### config.mk
export PLATFORM = sky130hd
export DESIGN_NAME = cnt_ctrl
export DESIGN_NICKNAME = d
export VERILOG_FILES = /design/src/shared/cnt_pkg.sv /design/src/hw/cnt_quantum.sv /design/src/hw/cnt_ctrl.sv
export SDC_FILE = /design/constraint.sdc
export NUM_CORES = 1
export LEC_CHECK = 0
export BUFFER_PORTS_ARGS = -buffer_cell sky130_fd_sc_hd__buf_2
export CAP_MARGIN = 20
export CORE_ASPECT_RATIO = 1.1
export CORE_MARGIN = 3
export CORE_UTILIZATION = 30
export CTS_BUF_LIST = sky130_fd_sc_hd__clkbuf_8
export CTS_CLUSTER_SIZE = 30
export DETAILED_ROUTE_END_ITERATION = 6
export HOLD_SLACK_MARGIN = 0.15
export PLACE_DENSITY_LB_ADDON = 0.1
export SLEW_MARGIN = 20
export SYNTH_ARGS = -nofsm -noshare
export SYNTH_HDL_FRONTEND = slang
export SYNTH_SLANG_ARGS = --single-unit
export TNS_END_PERCENT = 30
### constraint.sdc
create_clock -name i_ref_clk -period 3.8 [get_ports i_ref_clk]
set_clock_uncertainty 0.1 [all_clocks]
set_input_delay 0.76 -clock i_ref_clk [delete_from_list [all_inputs] [get_ports i_ref_clk]]
set_output_delay 0.76 -clock i_ref_clk [all_outputs]
set_load 0.03 [all_outputs]
### src/shared/cnt_pkg.sv
// Package for the CAN timing, enable and interrupt control block
package cnt_pkg;
    // Register byte offsets
    localparam logic [7:0] OFS_CTRL    = 8'h00;
    localparam logic [7:0] OFS_TIMING  = 8'h04;
    localparam logic [7:0] OFS_ERRCNT  = 8'h08;
    localparam logic [7:0] OFS_STATUS  = 8'h0C;
    localparam logic [7:0] OFS_CAUSE   = 8'h10;
    localparam logic [7:0] OFS_CLEAR   = 8'h14;
    localparam logic [7:0] OFS_OBJPEND = 8'h18;
    localparam logic [7:0] OFS_OBJTXEN = 8'h1C;
    localparam logic [7:0] OFS_OBJRXEN = 8'h20;
    localparam logic [7:0] OFS_BITPOS  = 8'h24;

    // Control register bit positions
    localparam int CTRL_ENABLE_BIT = 0;
    localparam int CTRL_IE_BIT     = 1;
    localparam int CTRL_SIE_BIT    = 2;
    localparam int CTRL_EIE_BIT    = 3;

    // Status register bit positions
    localparam int STS_TXOK_BIT    = 3;
    localparam int STS_RXOK_BIT    = 4;
    localparam int STS_EPASS_BIT   = 5;
    localparam int STS_EWARN_BIT   = 6;
    localparam int STS_BOFF_BIT    = 7;

    // Reset and limit values
    localparam logic [31:0] TIMING_RESET     = 32'h0000_2301;
    localparam logic [7:0]  ERR_PASSIVE_LIM  = 8'h80;
    localparam logic [7:0]  ERR_WARN_LIM     = 8'h60;
    localparam logic [8:0]  BUS_OFF_LIM      = 9'h100;
    localparam logic [15:0] STATUS_CAUSE     = 16'h8000;
    localparam int          NUM_OBJ          = 32;

    // Bit-timing fields, same layout on write and read
    typedef struct packed {
        logic [16:0] rsvd;
        logic [2:0]  second_segment_quanta;
        logic [3:0]  first_segment_quanta;
        logic [1:0]  resync_jump_width;
        logic [5:0]  quantum_divisor;
    } cnt_timing_t;

    // Events coming from the protocol engine
    typedef struct packed {
        logic        tx_ok;
        logic        rx_ok;
        logic [2:0]  lec;
        logic        obj_done;
        logic [4:0]  obj_idx;
        logic        obj_read;
        logic [4:0]  obj_read_idx;
        logic        tx_err_inc;
        logic        rx_err_inc;
        logic        err_dec;
    } cnt_evt_t;

    typedef enum logic [2:0] {
        SEG_SYNC  = 3'b001,
        SEG_FIRST = 3'b010,
        SEG_SECND = 3'b100
    } cnt_seg_t;
endpackage : cnt_pkg

### src/hw/cnt_quantum.sv
// Quantum divider and bit segment sequencer
`timescale 1ns/1ps
`default_nettype none
module cnt_quantum (
    input  wire logic               i_ref_clk,
    input  wire logic               i_rst_n,
    input  wire logic               i_run,
    input  wire cnt_pkg::cnt_timing_t i_timing,
    output logic                    o_bit_end,
    output logic                    o_sample,
    output cnt_pkg::cnt_seg_t       o_seg
);
    logic [5:0]        pre_q,  pre_d;
    logic [3:0]        tq_q,   tq_d;
    cnt_pkg::cnt_seg_t seg_q,  seg_d;
    logic              end_q,  end_d;
    logic              smp_q,  smp_d;
    logic              tick;

    always_comb begin
        pre_d = pre_q;
        tq_d  = tq_q;
        seg_d = seg_q;
        end_d = 1'b0;
        smp_d = 1'b0;
        tick  = 1'b0;
        if (!i_run) begin
            // Hold at sync so a re-enable starts a clean bit
            pre_d = 6'h00;
            tq_d  = 4'h0;
            seg_d = cnt_pkg::SEG_SYNC;
        end else if (pre_q >= i_timing.quantum_divisor) begin
            pre_d = 6'h00;
            tick  = 1'b1;
        end else begin
            pre_d = pre_q + 6'h01;
        end
        if (tick) begin
            case (seg_q)
                cnt_pkg::SEG_SYNC: begin
                    seg_d = cnt_pkg::SEG_FIRST;
                    tq_d  = 4'h0;
                end
                cnt_pkg::SEG_FIRST: begin
                    if (tq_q >= i_timing.first_segment_quanta) begin
                        seg_d = cnt_pkg::SEG_SECND;
                        tq_d  = 4'h0;
                        smp_d = 1'b1;
                    end else begin
                        tq_d = tq_q + 4'h1;
                    end
                end
                cnt_pkg::SEG_SECND: begin
                    if (tq_q >= {1'b0, i_timing.second_segment_quanta}) begin
                        seg_d = cnt_pkg::SEG_SYNC;
                        tq_d  = 4'h0;
                        end_d = 1'b1;
                    end else begin
                        tq_d = tq_q + 4'h1;
                    end
                end
                default: seg_d = cnt_pkg::SEG_SYNC;
            endcase
        end
    end

    always_ff @(posedge i_ref_clk or negedge i_rst_n) begin
        if (!i_rst_n) begin
            pre_q <= 6'h00;
            tq_q  <= 4'h0;
            seg_q <= cnt_pkg::SEG_SYNC;
            end_q <= 1'b0;
            smp_q <= 1'b0;
        end else begin
            pre_q <= pre_d;
            tq_q  <= tq_d;
            seg_q <= seg_d;
            end_q <= end_d;
            smp_q <= smp_d;
        end
    end

    assign o_bit_end = end_q;
    assign o_sample  = smp_q;
    assign o_seg     = seg_q;
endmodule : cnt_quantum
`default_nettype wire

### src/hw/cnt_ctrl.sv
// CAN control: bit timing, enable, error counters and interrupts
//
// Our own choices: the address map and the AHB-Lite interface to the registers.
`timescale 1ns/1ps
`default_nettype none
// Summary of operation
// - Bit is first plus second plus three quanta
// - Quantum is module clock over divisor plus one
// - First segment, second segment, jump width programmable
// - Timing reads back bits 14:0 as written, upper bits zero
// - Disable stops bus activity, keeps state
// - Enabled controller sends pending, processes received
// - Reset leaves controller disabled
// - Error register: tx, rx counts, passive flag
// - Clear one source by cause or object
// - Status read clears status interrupt
// - Object readout clears its pending interrupt
// - Only enabled sources raise interrupt
// - Global allow gates every interrupt
// - Object interrupt needs its own enable
// - Error interrupt on bus-off or limit
// - Status interrupt on transfer or bus error
// - Interrupt held until source cleared
// - Cause reads status code or object number
module cnt_ctrl (
    input  wire logic              i_ref_clk,
    input  wire logic              i_rst_n,
    input  wire logic              hsel,
    input  wire logic [31:0]       haddr,
    input  wire logic [1:0]        htrans,
    input  wire logic              hwrite,
    input  wire logic [2:0]        hsize,
    input  wire logic [31:0]       hwdata,
    input  wire logic              hready,
    output logic [31:0]            hrdata,
    output logic                   hreadyout,
    output logic                   hresp,
    input  wire cnt_pkg::cnt_evt_t i_evt,
    output logic                   o_run,
    output logic                   o_bit_end,
    output logic                   o_sample,
    output logic                   o_irq
);
    logic [3:0]         ctrl_q,    ctrl_d;
    logic [31:0]        timing_q,  timing_d;
    logic [7:0]         tec_q,     tec_d;
    logic [8:0]         tec_full;
    logic [7:0]         rec_q,     rec_d;
    logic               boff_q,    boff_d;
    logic [7:0]         sts_q,     sts_d;
    logic               stsint_q,  stsint_d;
    logic               errint_q,  errint_d;
    logic [31:0]        pend_q,    pend_d;
    logic [31:0]        txen_q,    txen_d;
    logic [31:0]        rxen_q,    rxen_d;
    logic [31:0]        rdata_q,   rdata_d;
    logic               irq_q,     irq_d;
    logic               run_q;
    logic               wr_q,      wr_d;
    logic [7:0]         addr_q,    addr_d;
    logic [15:0]        cause;
    logic               obj_hit;
    logic [4:0]         obj_num;
    logic               bit_end;
    logic               sample;
    localparam int      NUM_W = 1;
    logic [NUM_W-1:0]   unused_w;
    cnt_pkg::cnt_seg_t  seg;
    cnt_pkg::cnt_timing_t tim;

    assign tim = cnt_pkg::cnt_timing_t'(timing_q);

    cnt_quantum u_quantum (
        .i_ref_clk (i_ref_clk),
        .i_rst_n   (i_rst_n),
        .i_run     (run_q),
        .i_timing  (tim),
        .o_bit_end (bit_end),
        .o_sample  (sample),
        .o_seg     (seg)
    );
    assign unused_w = seg[0];

    // Lowest numbered pending object wins priority
    always_comb begin
        obj_hit = 1'b0;
        obj_num = 5'h00;
        for (int i = cnt_pkg::NUM_OBJ - 1; i >= 0; i--) begin
            if (pend_q[i]) begin
                obj_hit = 1'b1;
                obj_num = 5'(i);
            end
        end
        if (stsint_q || errint_q) begin
            cause = cnt_pkg::STATUS_CAUSE;
        end else if (obj_hit) begin
            // Widen before adding so object 31 does not wrap to zero
            cause = {11'h000, obj_num} + 16'h0001;
        end else begin
            cause = 16'h0000;
        end
    end

    assign tec_full = {1'b0, tec_q} + 9'h008;

    always_comb begin
        ctrl_d   = ctrl_q;
        timing_d = timing_q;
        tec_d    = tec_q;
        rec_d    = rec_q;
        boff_d   = boff_q;
        sts_d    = sts_q;
        stsint_d = stsint_q;
        errint_d = errint_q;
        pend_d   = pend_q;
        txen_d   = txen_q;
        rxen_d   = rxen_q;
        rdata_d  = rdata_q;
        wr_d     = 1'b0;
        addr_d   = addr_q;
        // Data phase of a captured write
        if (wr_q) begin
            if (addr_q == cnt_pkg::OFS_CTRL) begin
                ctrl_d = hwdata[3:0];
            end else if (addr_q == cnt_pkg::OFS_TIMING) begin
                timing_d = {17'h00000, hwdata[14:0]};
            end else if (addr_q == cnt_pkg::OFS_CLEAR) begin
                if (hwdata[15:0] == cnt_pkg::STATUS_CAUSE) begin
                    stsint_d = 1'b0;
                    errint_d = 1'b0;
                end else if (hwdata[15:0] >= 16'h0001 && hwdata[15:0] <= 16'h0020) begin
                    pend_d[5'(hwdata[4:0] - 5'h01)] = 1'b0;
                end
            end else if (addr_q == cnt_pkg::OFS_OBJTXEN) begin
                txen_d = hwdata;
            end else if (addr_q == cnt_pkg::OFS_OBJRXEN) begin
                rxen_d = hwdata;
            end
        end
        // Address phase: capture writes, fetch read data
        if (hsel && hready && htrans[1]) begin
            wr_d   = hwrite;
            addr_d = haddr[7:0];
            if (!hwrite) begin
                if (haddr[7:0] == cnt_pkg::OFS_CTRL) begin
                    rdata_d = {28'h0000000, ctrl_q};
                end else if (haddr[7:0] == cnt_pkg::OFS_TIMING) begin
                    rdata_d = timing_q;
                end else if (haddr[7:0] == cnt_pkg::OFS_ERRCNT) begin
                    rdata_d = {16'h0000, rec_q >= cnt_pkg::ERR_PASSIVE_LIM,
                               rec_q[6:0], tec_q};
                end else if (haddr[7:0] == cnt_pkg::OFS_STATUS) begin
                    rdata_d = {24'h000000, sts_q};
                    stsint_d = 1'b0;
                    errint_d = 1'b0;
                    sts_d[cnt_pkg::STS_TXOK_BIT] = 1'b0;
                    sts_d[cnt_pkg::STS_RXOK_BIT] = 1'b0;
                end else if (haddr[7:0] == cnt_pkg::OFS_CAUSE) begin
                    rdata_d = {16'h0000, cause};
                end else if (haddr[7:0] == cnt_pkg::OFS_OBJPEND) begin
                    rdata_d = pend_q;
                end else if (haddr[7:0] == cnt_pkg::OFS_OBJTXEN) begin
                    rdata_d = txen_q;
                end else if (haddr[7:0] == cnt_pkg::OFS_OBJRXEN) begin
                    rdata_d = rxen_q;
                end else begin
                    rdata_d = 32'h00000000;
                end
            end
        end
        if (i_evt.obj_read) begin
            pend_d[i_evt.obj_read_idx] = 1'b0;
        end
        // Engine events other than obj_read count only while enabled; set wins over clear
        if (ctrl_q[cnt_pkg::CTRL_ENABLE_BIT]) begin
            if (i_evt.tx_ok) begin
                sts_d[cnt_pkg::STS_TXOK_BIT] = 1'b1;
                stsint_d = 1'b1;
            end
            if (i_evt.rx_ok) begin
                sts_d[cnt_pkg::STS_RXOK_BIT] = 1'b1;
                stsint_d = 1'b1;
            end
            if (i_evt.lec != 3'h0) begin
                sts_d[2:0] = i_evt.lec;
                stsint_d = 1'b1;
            end
            if (i_evt.obj_done &&
                (txen_q[i_evt.obj_idx] || rxen_q[i_evt.obj_idx])) begin
                pend_d[i_evt.obj_idx] = 1'b1;
            end
            if (i_evt.tx_err_inc) begin
                if (tec_full >= cnt_pkg::BUS_OFF_LIM) begin
                    tec_d  = 8'hFF;
                    boff_d = 1'b1;
                    errint_d = 1'b1;
                end else begin
                    tec_d = tec_full[7:0];
                end
            end else if (i_evt.err_dec && tec_q != 8'h00) begin
                tec_d = tec_q - 8'h01;
            end
            if (i_evt.rx_err_inc && rec_q != 8'hFF) begin
                rec_d = rec_q + 8'h01;
            end else if (i_evt.err_dec && rec_q != 8'h00) begin
                rec_d = rec_q - 8'h01;
            end
            if ((rec_d == cnt_pkg::ERR_PASSIVE_LIM && rec_q != rec_d) ||
                (rec_d == cnt_pkg::ERR_WARN_LIM && rec_q != rec_d) ||
                (tec_d >= cnt_pkg::ERR_WARN_LIM && tec_q < cnt_pkg::ERR_WARN_LIM)) begin
                errint_d = 1'b1;
            end
        end
        sts_d[cnt_pkg::STS_EPASS_BIT] = (rec_d >= cnt_pkg::ERR_PASSIVE_LIM) ||
                                        (tec_d >= cnt_pkg::ERR_PASSIVE_LIM);
        sts_d[cnt_pkg::STS_EWARN_BIT] = (rec_d >= cnt_pkg::ERR_WARN_LIM) ||
                                        (tec_d >= cnt_pkg::ERR_WARN_LIM);
        sts_d[cnt_pkg::STS_BOFF_BIT]  = boff_d;
        // Level request held until the source is cleared
        irq_d = ctrl_d[cnt_pkg::CTRL_IE_BIT] &&
                ((stsint_d && ctrl_d[cnt_pkg::CTRL_SIE_BIT]) ||
                 (errint_d && ctrl_d[cnt_pkg::CTRL_EIE_BIT]) ||
                 (pend_d != 32'h00000000));
    end

    always_ff @(posedge i_ref_clk or negedge i_rst_n) begin
        if (!i_rst_n) begin
            ctrl_q   <= 4'h0;
            timing_q <= cnt_pkg::TIMING_RESET;
            tec_q    <= 8'h00;
            rec_q    <= 8'h00;
            boff_q   <= 1'b0;
            sts_q    <= 8'h00;
            stsint_q <= 1'b0;
            errint_q <= 1'b0;
            pend_q   <= 32'h00000000;
            txen_q   <= 32'h00000000;
            rxen_q   <= 32'h00000000;
            rdata_q  <= 32'h00000000;
            irq_q    <= 1'b0;
            run_q    <= 1'b0;
            wr_q     <= 1'b0;
            addr_q   <= 8'h00;
        end else begin
            ctrl_q   <= ctrl_d;
            timing_q <= timing_d;
            tec_q    <= tec_d;
            rec_q    <= rec_d;
            boff_q   <= boff_d;
            sts_q    <= sts_d;
            stsint_q <= stsint_d;
            errint_q <= errint_d;
            pend_q   <= pend_d;
            txen_q   <= txen_d;
            rxen_q   <= rxen_d;
            rdata_q  <= rdata_d;
            irq_q    <= irq_d;
            run_q    <= ctrl_d[cnt_pkg::CTRL_ENABLE_BIT];
            wr_q     <= wr_d;
            addr_q   <= addr_d;
        end
    end

    // Zero wait states, always OKAY
    assign hreadyout = 1'b1;
    assign hresp     = 1'b0;
    assign hrdata    = rdata_q;
    assign o_run     = run_q;
    assign o_bit_end = bit_end;
    assign o_sample  = sample;
    assign o_irq     = irq_q;
endmodule : cnt_ctrl
`default_nettype wire

Word level (Yosys, flattened, before mapping)
Cells that the tools add are included.
{"block": "totals", "register_bits": 200, "inputBits": 94, "elab_cells": 281}
{"block": "classes", "add_sub_neg": 8, "n_lt_le_gt_ge": 19, "eq_ne": 19, "mux": 168, "n_bitwise": 10, "reduce_logical": 35}
{"operator": "two-way mux 32 bit", "n": 17}
{"operator": "two-way mux 5 bit", "n": 33}
{"operator": "two-way mux 1 bit", "n": 81}
{"operator": "two-way mux 8 bit", "n": 9}
{"operator": "bitwise AND 32 bit", "n": 2}
{"operator": "NOT 32 bit", "n": 2}
{"operator": "equality test 8 x 5 -> 1 bit (second input constant)", "n": 5}
{"operator": "bitwise OR 32 bit", "n": 1}
{"operator": "nonzero test 32 bit", "n": 1}
{"operator": "greater-or-equal comparator 8 x 7 -> 1 bit (second input constant)", "n": 3}
{"operator": "greater-or-equal comparator 8 bit (second input constant)", "n": 3}
{"operator": "two-way mux 4 bit", "n": 6}
{"operator": "< comparator 5 x 6 -> 1 bit (second input constant)", "n": 3}
{"operator": "two-way mux 6 bit", "n": 3}
{"operator": "equality test 16 bit (second input constant)", "n": 1}
{"operator": "equality test 8 x 3 -> 1 bit (second input constant)", "n": 2}
{"operator": "equality test 8 x 4 -> 1 bit (second input constant)", "n": 2}
{"operator": "equality test 8 x 6 -> 1 bit (second input constant)", "n": 2}
{"operator": "greater-or-equal comparator 16 x 1 -> 1 bit (second input constant)", "n": 1}
{"operator": "less-or-equal comparator 16 x 6 -> 1 bit (second input constant)", "n": 1}
{"operator": "logical AND 1 bit", "n": 16}
{"operator": "logical NOT 8 bit", "n": 2}
{"operator": "two-way mux 16 bit", "n": 1}
{"operator": "nonzero test 8 bit", "n": 2}
{"operator": "33 further kinds", "n": 60}

Depth between registers and ports, before layout
{"block": "depth", "depth_word": 40, "depth_mapped": 12, "ltp_nobuf": 12}

Cells and area by module
Synthesis repeated with hierarchy kept, for this count alone.
{"block": "unflattened", "hier_cells": 1177, "area_unflattened_um2": 11338.4}
{"module": "cnt_ctrl", "n_inst": 1, "cells_per_inst": 1063, "area_per_inst_um2": 10207.3, "seq_area_each_um2": 4584.4}
{"module": "cnt_quantum", "n_inst": 1, "cells_per_inst": 114, "area_per_inst_um2": 1131.1, "seq_area_each_um2": 376.6}

Worst setup path after synthesis
Ideal clock, no wire load.
{"block": "synth_timing", "path_kind": "input to register", "startpoint": "input port hwdata[0]", "endpoint": "register irq_q, in the netlist o_irq", "setup_ps": 129, "t_arrival_ps": 4001, "required_ps": 3571, "setup_slack_ps": -431, "path_stages": 11, "n_path_buf": 2, "path_cell_list": "or3_1 -> buf_2 -> o31a_1 -> or3_1 -> buf_2 -> or4_4 -> o221ai_2 -> o21ai_2 -> or4_1 -> or4_1 -> o41a_1"}
{"block": "synth_via", "elab_chain_len": 21, "word_cells_on_any_way": 59, "classes_between": "add/sub: 1; order compare: 4; eq/ne: 1; mux: 41; bitwise: 4; reduce/logical: 8"}
{"item": "start: declaration", "line": "cnt_ctrl.sv:33", "rtl": "input wire logic [31:0] hwdata,"}
{"item": "subtractor 5 x 1 -> 5 bit", "line": "cnt_ctrl.sv:132", "rtl": "pend_d[5'(hwdata[4:0] - 5'h01)] = 1'b0;"}
{"item": "< comparator 5 x 6 -> 1 bit (implied by the code) / greater-or-equal comparator 5 x 1 -> 1 bit (equally long branches)", "line": "cnt_ctrl.sv:132"}
{"item": "logical AND 1 bit (implied by the code)", "line": "cnt_ctrl.sv:132"}
{"item": "two-way mux 1 bit (implied by the code)", "line": "cnt_ctrl.sv:132"}
{"item": "demux 1 bit (select 5 bit)", "line": "cnt_ctrl.sv:132"}
{"item": "NOT 32 bit (no line)"}
{"item": "bitwise AND 32 bit (no line)"}
{"item": "two-way mux 32 bit", "line": "cnt_ctrl.sv:131", "rtl": "end else if (hwdata[15:0] >= 16'h0001 && hwdata[15:0] <= 16'h0020) begin"}
{"item": "(+7 left out)"}
{"item": "bitwise OR 32 bit (no line)"}
{"item": "two-way mux 32 bit", "line": "cnt_ctrl.sv:188", "rtl": "if (i_evt.obj_done &&"}
{"item": "two-way mux 32 bit (*)", "line": "cnt_ctrl.sv:175", "rtl": "if (ctrl_q[cnt_pkg::CTRL_ENABLE_BIT]) begin"}
{"item": "named net pend_d[8]", "line": "cnt_ctrl.sv:53", "rtl": "logic [31:0] pend_q, pend_d;"}
{"item": "nonzero test 32 bit (*)", "line": "cnt_ctrl.sv:223", "rtl": "(pend_d != 32'h00000000));"}
{"item": "logical OR 1 bit (*)", "line": "cnt_ctrl.sv:222", "rtl": "(errint_d && ctrl_d[cnt_pkg::CTRL_EIE_BIT]) ||"}
{"item": "logical AND 1 bit (*)", "line": "cnt_ctrl.sv:220", "rtl": "irq_d = ctrl_d[cnt_pkg::CTRL_IE_BIT] &&"}
{"item": "named net irq_d", "line": "cnt_ctrl.sv:57", "rtl": "logic irq_q, irq_d;"}
{"item": "end signal: assignment", "line": "cnt_ctrl.sv:257", "rtl": "irq_q <= irq_d;"}
{"item": "end: declaration", "line": "cnt_ctrl.sv:57"}
The timed path passes the listed nets; every way through them passes the cells marked *.
A chain may end at the register's enable or synchronous reset.

Worst setup path after layout
{"block": "layout_timing", "startpoint": "register addr_q[1]", "endpoint": "register irq_q, in the netlist o_irq"}
{"block": "layout_via", "word_cells_on_any_way": 48, "classes_between": "eq/ne: 2; mux: 37; bitwise: 2; reduce/logical: 7"}
{"item": "start: declaration", "line": "cnt_ctrl.sv:60", "rtl": "logic [7:0] addr_q, addr_d;"}
{"item": "start signal: assignment", "line": "cnt_ctrl.sv:260", "rtl": "addr_q <= addr_d;"}
{"item": "logical NOT 8 bit", "line": "cnt_ctrl.sv:123", "rtl": "if (addr_q == cnt_pkg::OFS_CTRL) begin"}
{"item": "two-way mux 4 bit", "line": "cnt_ctrl.sv:123"}
{"item": "two-way mux 4 bit", "line": "cnt_ctrl.sv:122", "rtl": "if (wr_q) begin"}
{"item": "named net ctrl_d[2]", "line": "cnt_ctrl.sv:44", "rtl": "logic [3:0] ctrl_q, ctrl_d;"}
{"item": "logical AND 1 bit", "line": "cnt_ctrl.sv:221", "rtl": "((stsint_d && ctrl_d[cnt_pkg::CTRL_SIE_BIT]) ||"}
{"item": "logical OR 1 bit", "line": "cnt_ctrl.sv:221"}
{"item": "logical OR 1 bit", "line": "cnt_ctrl.sv:222"}
{"item": "logical AND 1 bit", "line": "cnt_ctrl.sv:220"}
{"item": "named net irq_d", "line": "cnt_ctrl.sv:57"}
The timed path passes the listed nets, and every way through them passes these cells.

==> metrics.cfg <==
[clocking]
insertion_delay_ns = 0.52
cts_tree = yes
cts_buffers = 17
clk_pin_slew_worst_paths_ns = 0.11
cts_root_buf = clkbuf_8
cts-htree-levels = 4
clock-sinks = 198
clockBufferDepth = 2

[cells_and_area]
nets = 1462
antenna_cells = 0
multiInputGateArea_sq_um = 5970
fill_cells = 3872
seq_area_sq_um = 4960
post_route_cells_drive_above_1_share_pct = 28.0
area_growth_pct = 19.9
final_core_util_pct = 36.5
layout.cell_area.non_filler_sq_um = 13600

[logic_synthesis]
syn_inst = 1173
synth_cell_types = 80
synth_seq_area_share_pct = 43.8
synth_flop_cell = dfrtp_1
ys.warnings.count = 0
syn_area_sq_um = 11300
async_reset_ff_share_pct = 100
netlist.area_leader.share_pct = 42.6
synth_edf_count = 0
avgSynthCellArea_sq_um = 9.66
synth.most_common_cell = dfrtp_1
syn-num-nets = 1289
yosysTopAreaCell = dfrtp_1
synthTopCellsByCount = dfrtp_1 (193), o21ai_0 (106), mux2_2 (94)
synth.area.top_cells = dfrtp_1 (43%), mux2_2 (9.3%), o21ai_0 (4.7%), mux2i_1 (3.2%), nor2_1 (3.1%)
ys_ff_latch = 198

[floorplan]
die_h_um = 210
core_sq_um = 37200
die_w_um = 191
io_pins = 132
rows = 74
die_area_sq_um = 40100
start_util_pct = 30.4

[routing]
route.detailed.drc = 0
drtAntennaViolNets = 0
met2_length_um = 20300
avgRoutedWirePerCell_um = 21.8
wirelength_um = 40400
met3WireLength_um = 1210
dr.max_layer_used = met4
vias = 9894
met1Wirelength_um = 18400
drt_iter0_drc = 628
dr.pass1.iters = 5
via_per_inst = 5.34

[critical_path]
path_cells = or4b_2 > buf_4 > or4_1 > nor3_1 > buf_4 > mux2_2 > o2bb2ai_1 > nor3_1 > nand4b_1 > o41a_1
worstPathArrival_ns = 4.05
cp_max_fo = 4
rr_worst_depth = 10
critPathCaptureType = flip-flop
critPathLaunch = addr_q[1]
r2r_end = o_irq
crit_path_max_incr_delay_ns = 0.69
cp-endpoint = o_irq
reg2reg_slack_ns = 0.07
regToRegStartpoint = addr_q[1]
cp.required_ns = 4.12
slowest_stage = or4b_2
cp-start-kind = flip-flop
path_class = flip-flop to flip-flop

[power_and_ir_drop]
seq_power_share_pct = 48.3
pwr-share-comb_pct = 23.1
p_sw_share_pct = 33.0
clockPowerShare_pct = 28.6
p_int_uw = 3600
leakage_uw = 0.00611
switching_power_uw = 1780
power.density_nw_per_um2 = 396
peakVddDrop_mv = 0.231

[grt]
grt_overflow_total = 0
antenna_found_initial = 0
grt_use_total_pct = 20.6
grt_pass1_wl_um = 63100
grt_max_degree = 66
grt_pass1_vias = 10100

[place]
gp_congestion = 0.876
place_area_sq_um = 13100
port-buffer-count = 101
dp.final_hpwl_um = 30700

[timing]
relSlewSlack_pct = 41.1
fin_crit_sh_pct = 98.3
hold_viol = 0
slew_viol_final = 0
fin_crit_ns = 3.73
tightest_slew_ns = 0.872
finalSetupViolCount = 0
fmax_ghz = 0.268
rsz0062_at_grt = false

[status]
outcome = completed

[flow_run]
cap_violations = 0

[min_path]
hold_path.class = flip-flop to flip-flop

-- power by group through the flow --
stage	Clock, uW	Sequential, uW	Combinational (uW)
2_1_floorplan	0	2510	848
3_3_place_gp	0	2640	1230
3_5_place_dp	0	2640	1240
4_1_cts	1610	2600	1240
5_1_grt	1670	2640	1400
6_report	1540	2600	1240
-- cells by family (layout without fill, tap and decap cells) --
kind of cell	Yosys count	after routing	synth area share (%)
xor+xnor	20	20	1.55
fa+ha+maj	22	22	2.43
other cells	2	2	0.0663
flops	198	198	43.8
simple gates	368	368	16.6
mux	132	132	12.9
compound gates	317	317	18.8
buf+inv	114	300	3.89
-- through the flow --
step / hold WS [ns] / power (uW) / TNS [ns] / instances / setup WS, ns
final: 0.377 / 5380 / 0 / 1853 / 0.0653
after global routing: 0.343 / 5710 / 0 / 1853 / 0.00413
after CTS: 0.324 / 5460 / 0 / 1853 / 0.0510
after detailed placement: 0.366 / 3870 / -0.482 / 1819 / -0.482
after global placement: 0.357 / 3870 / -0.438 / 1819 / -0.438
after floorplan: 0.340 / 3360 / -0.337 / 1173 / -0.337
-- flip-flops by register name, indices dropped and copies added (netlist names) --
| name | flops |
|---|---|
| hrdata | 32 |
| pend_q | 32 |
| rxen_q | 32 |
| txen_q | 32 |
| tim | 15 |
| addr_q | 8 |
| rec_q | 8 |
| sts_q | 8 |
| tec_q | 8 |
| u_quantum.pre_q | 6 |
| ctrl_q | 4 |
| u_quantum.tq_q | 4 |
| u_quantum.o_seg | 3 |
| errint_q | 1 |
| o_irq | 1 |
| stsint_q | 1 |
| u_quantum.o_bit_end | 1 |
| u_quantum.o_sample | 1 |
| wr_q | 1 |
-- per-layer routing --
metal / vias to the layer above / track usage [%]
li1: 4675 / -
met1: 4983 / 27.6
met2: 212 / 35.7
met3: 24 / 2.57
met4: 0 / 4.58
met5: - / 0
-- cells in the final DEF (no fill, tap or decap), types with 9 or more instances in the layout --
cell type  instances
buf_4            116
ha_1              22
dfrtp_1          193
buf_2            100
o22ai_1           16
mux2_2            94
or4_1             12
nand2_1           83
xnor2_1            9
nand3b_1          13
a21oi_1           46
nor3_1            34
or3b_2             9
o21ai_0          105
xor2_1            11
a22o_1            24
mux2i_1           36
o21a_1            14
inv_1             54
nand3_1           32
a221oi_1          11
a21o_1            11
or3_1             11
nor4_1            15
clkbuf_8          20
nor2_1            92
-- cell type report --
cell class | instances | share of cell area (%)
multi-input combinational | 861 | 44.0
sequential | 198 | 36.5
timing repair buffer | 219 | 10.4
tap | 494 | 4.55
clock buffer | 19 | 1.93
inverter | 49 | 1.35
clock inverter | 13 | 1.23
-- critical path, delay by kind of cell (launching register included) --
kind,cells,cell delay (ns)
flip-flops,1,0.41
multiplexers,1,0.35
buffers and inverters,2,0.35
AND/OR/NAND/NOR,5,1.79
AO/OA/AOI/OAI,2,0.64
-- worst min path at each step --
stage | from | endpoint | slack (ns) | depth (start not counted)
floorplan | sts_q[7] | sts_q[7] | 0.34 | 1
global placement | hrdata[8] | hrdata[8] | 0.36 | 2
detailed placement | hrdata[10] | hrdata[10] | 0.37 | 2
CTS | hwdata[26] | txen_q[26] | 0.32 | 2
global route | hwdata[29] | rxen_q[29] | 0.34 | 2
finish | hrdata[10] | hrdata[10] | 0.38 | 2
-- timing repair --
item	in CTS	in global routing
endpoints found under the hold margin	45	0
pin swaps	0	2
hold buffers	1	0
gates resized for setup	2	6
endpoints found under the setup margin	1	1
buffers inserted	1	0
(Power assumes the default switching activity.)
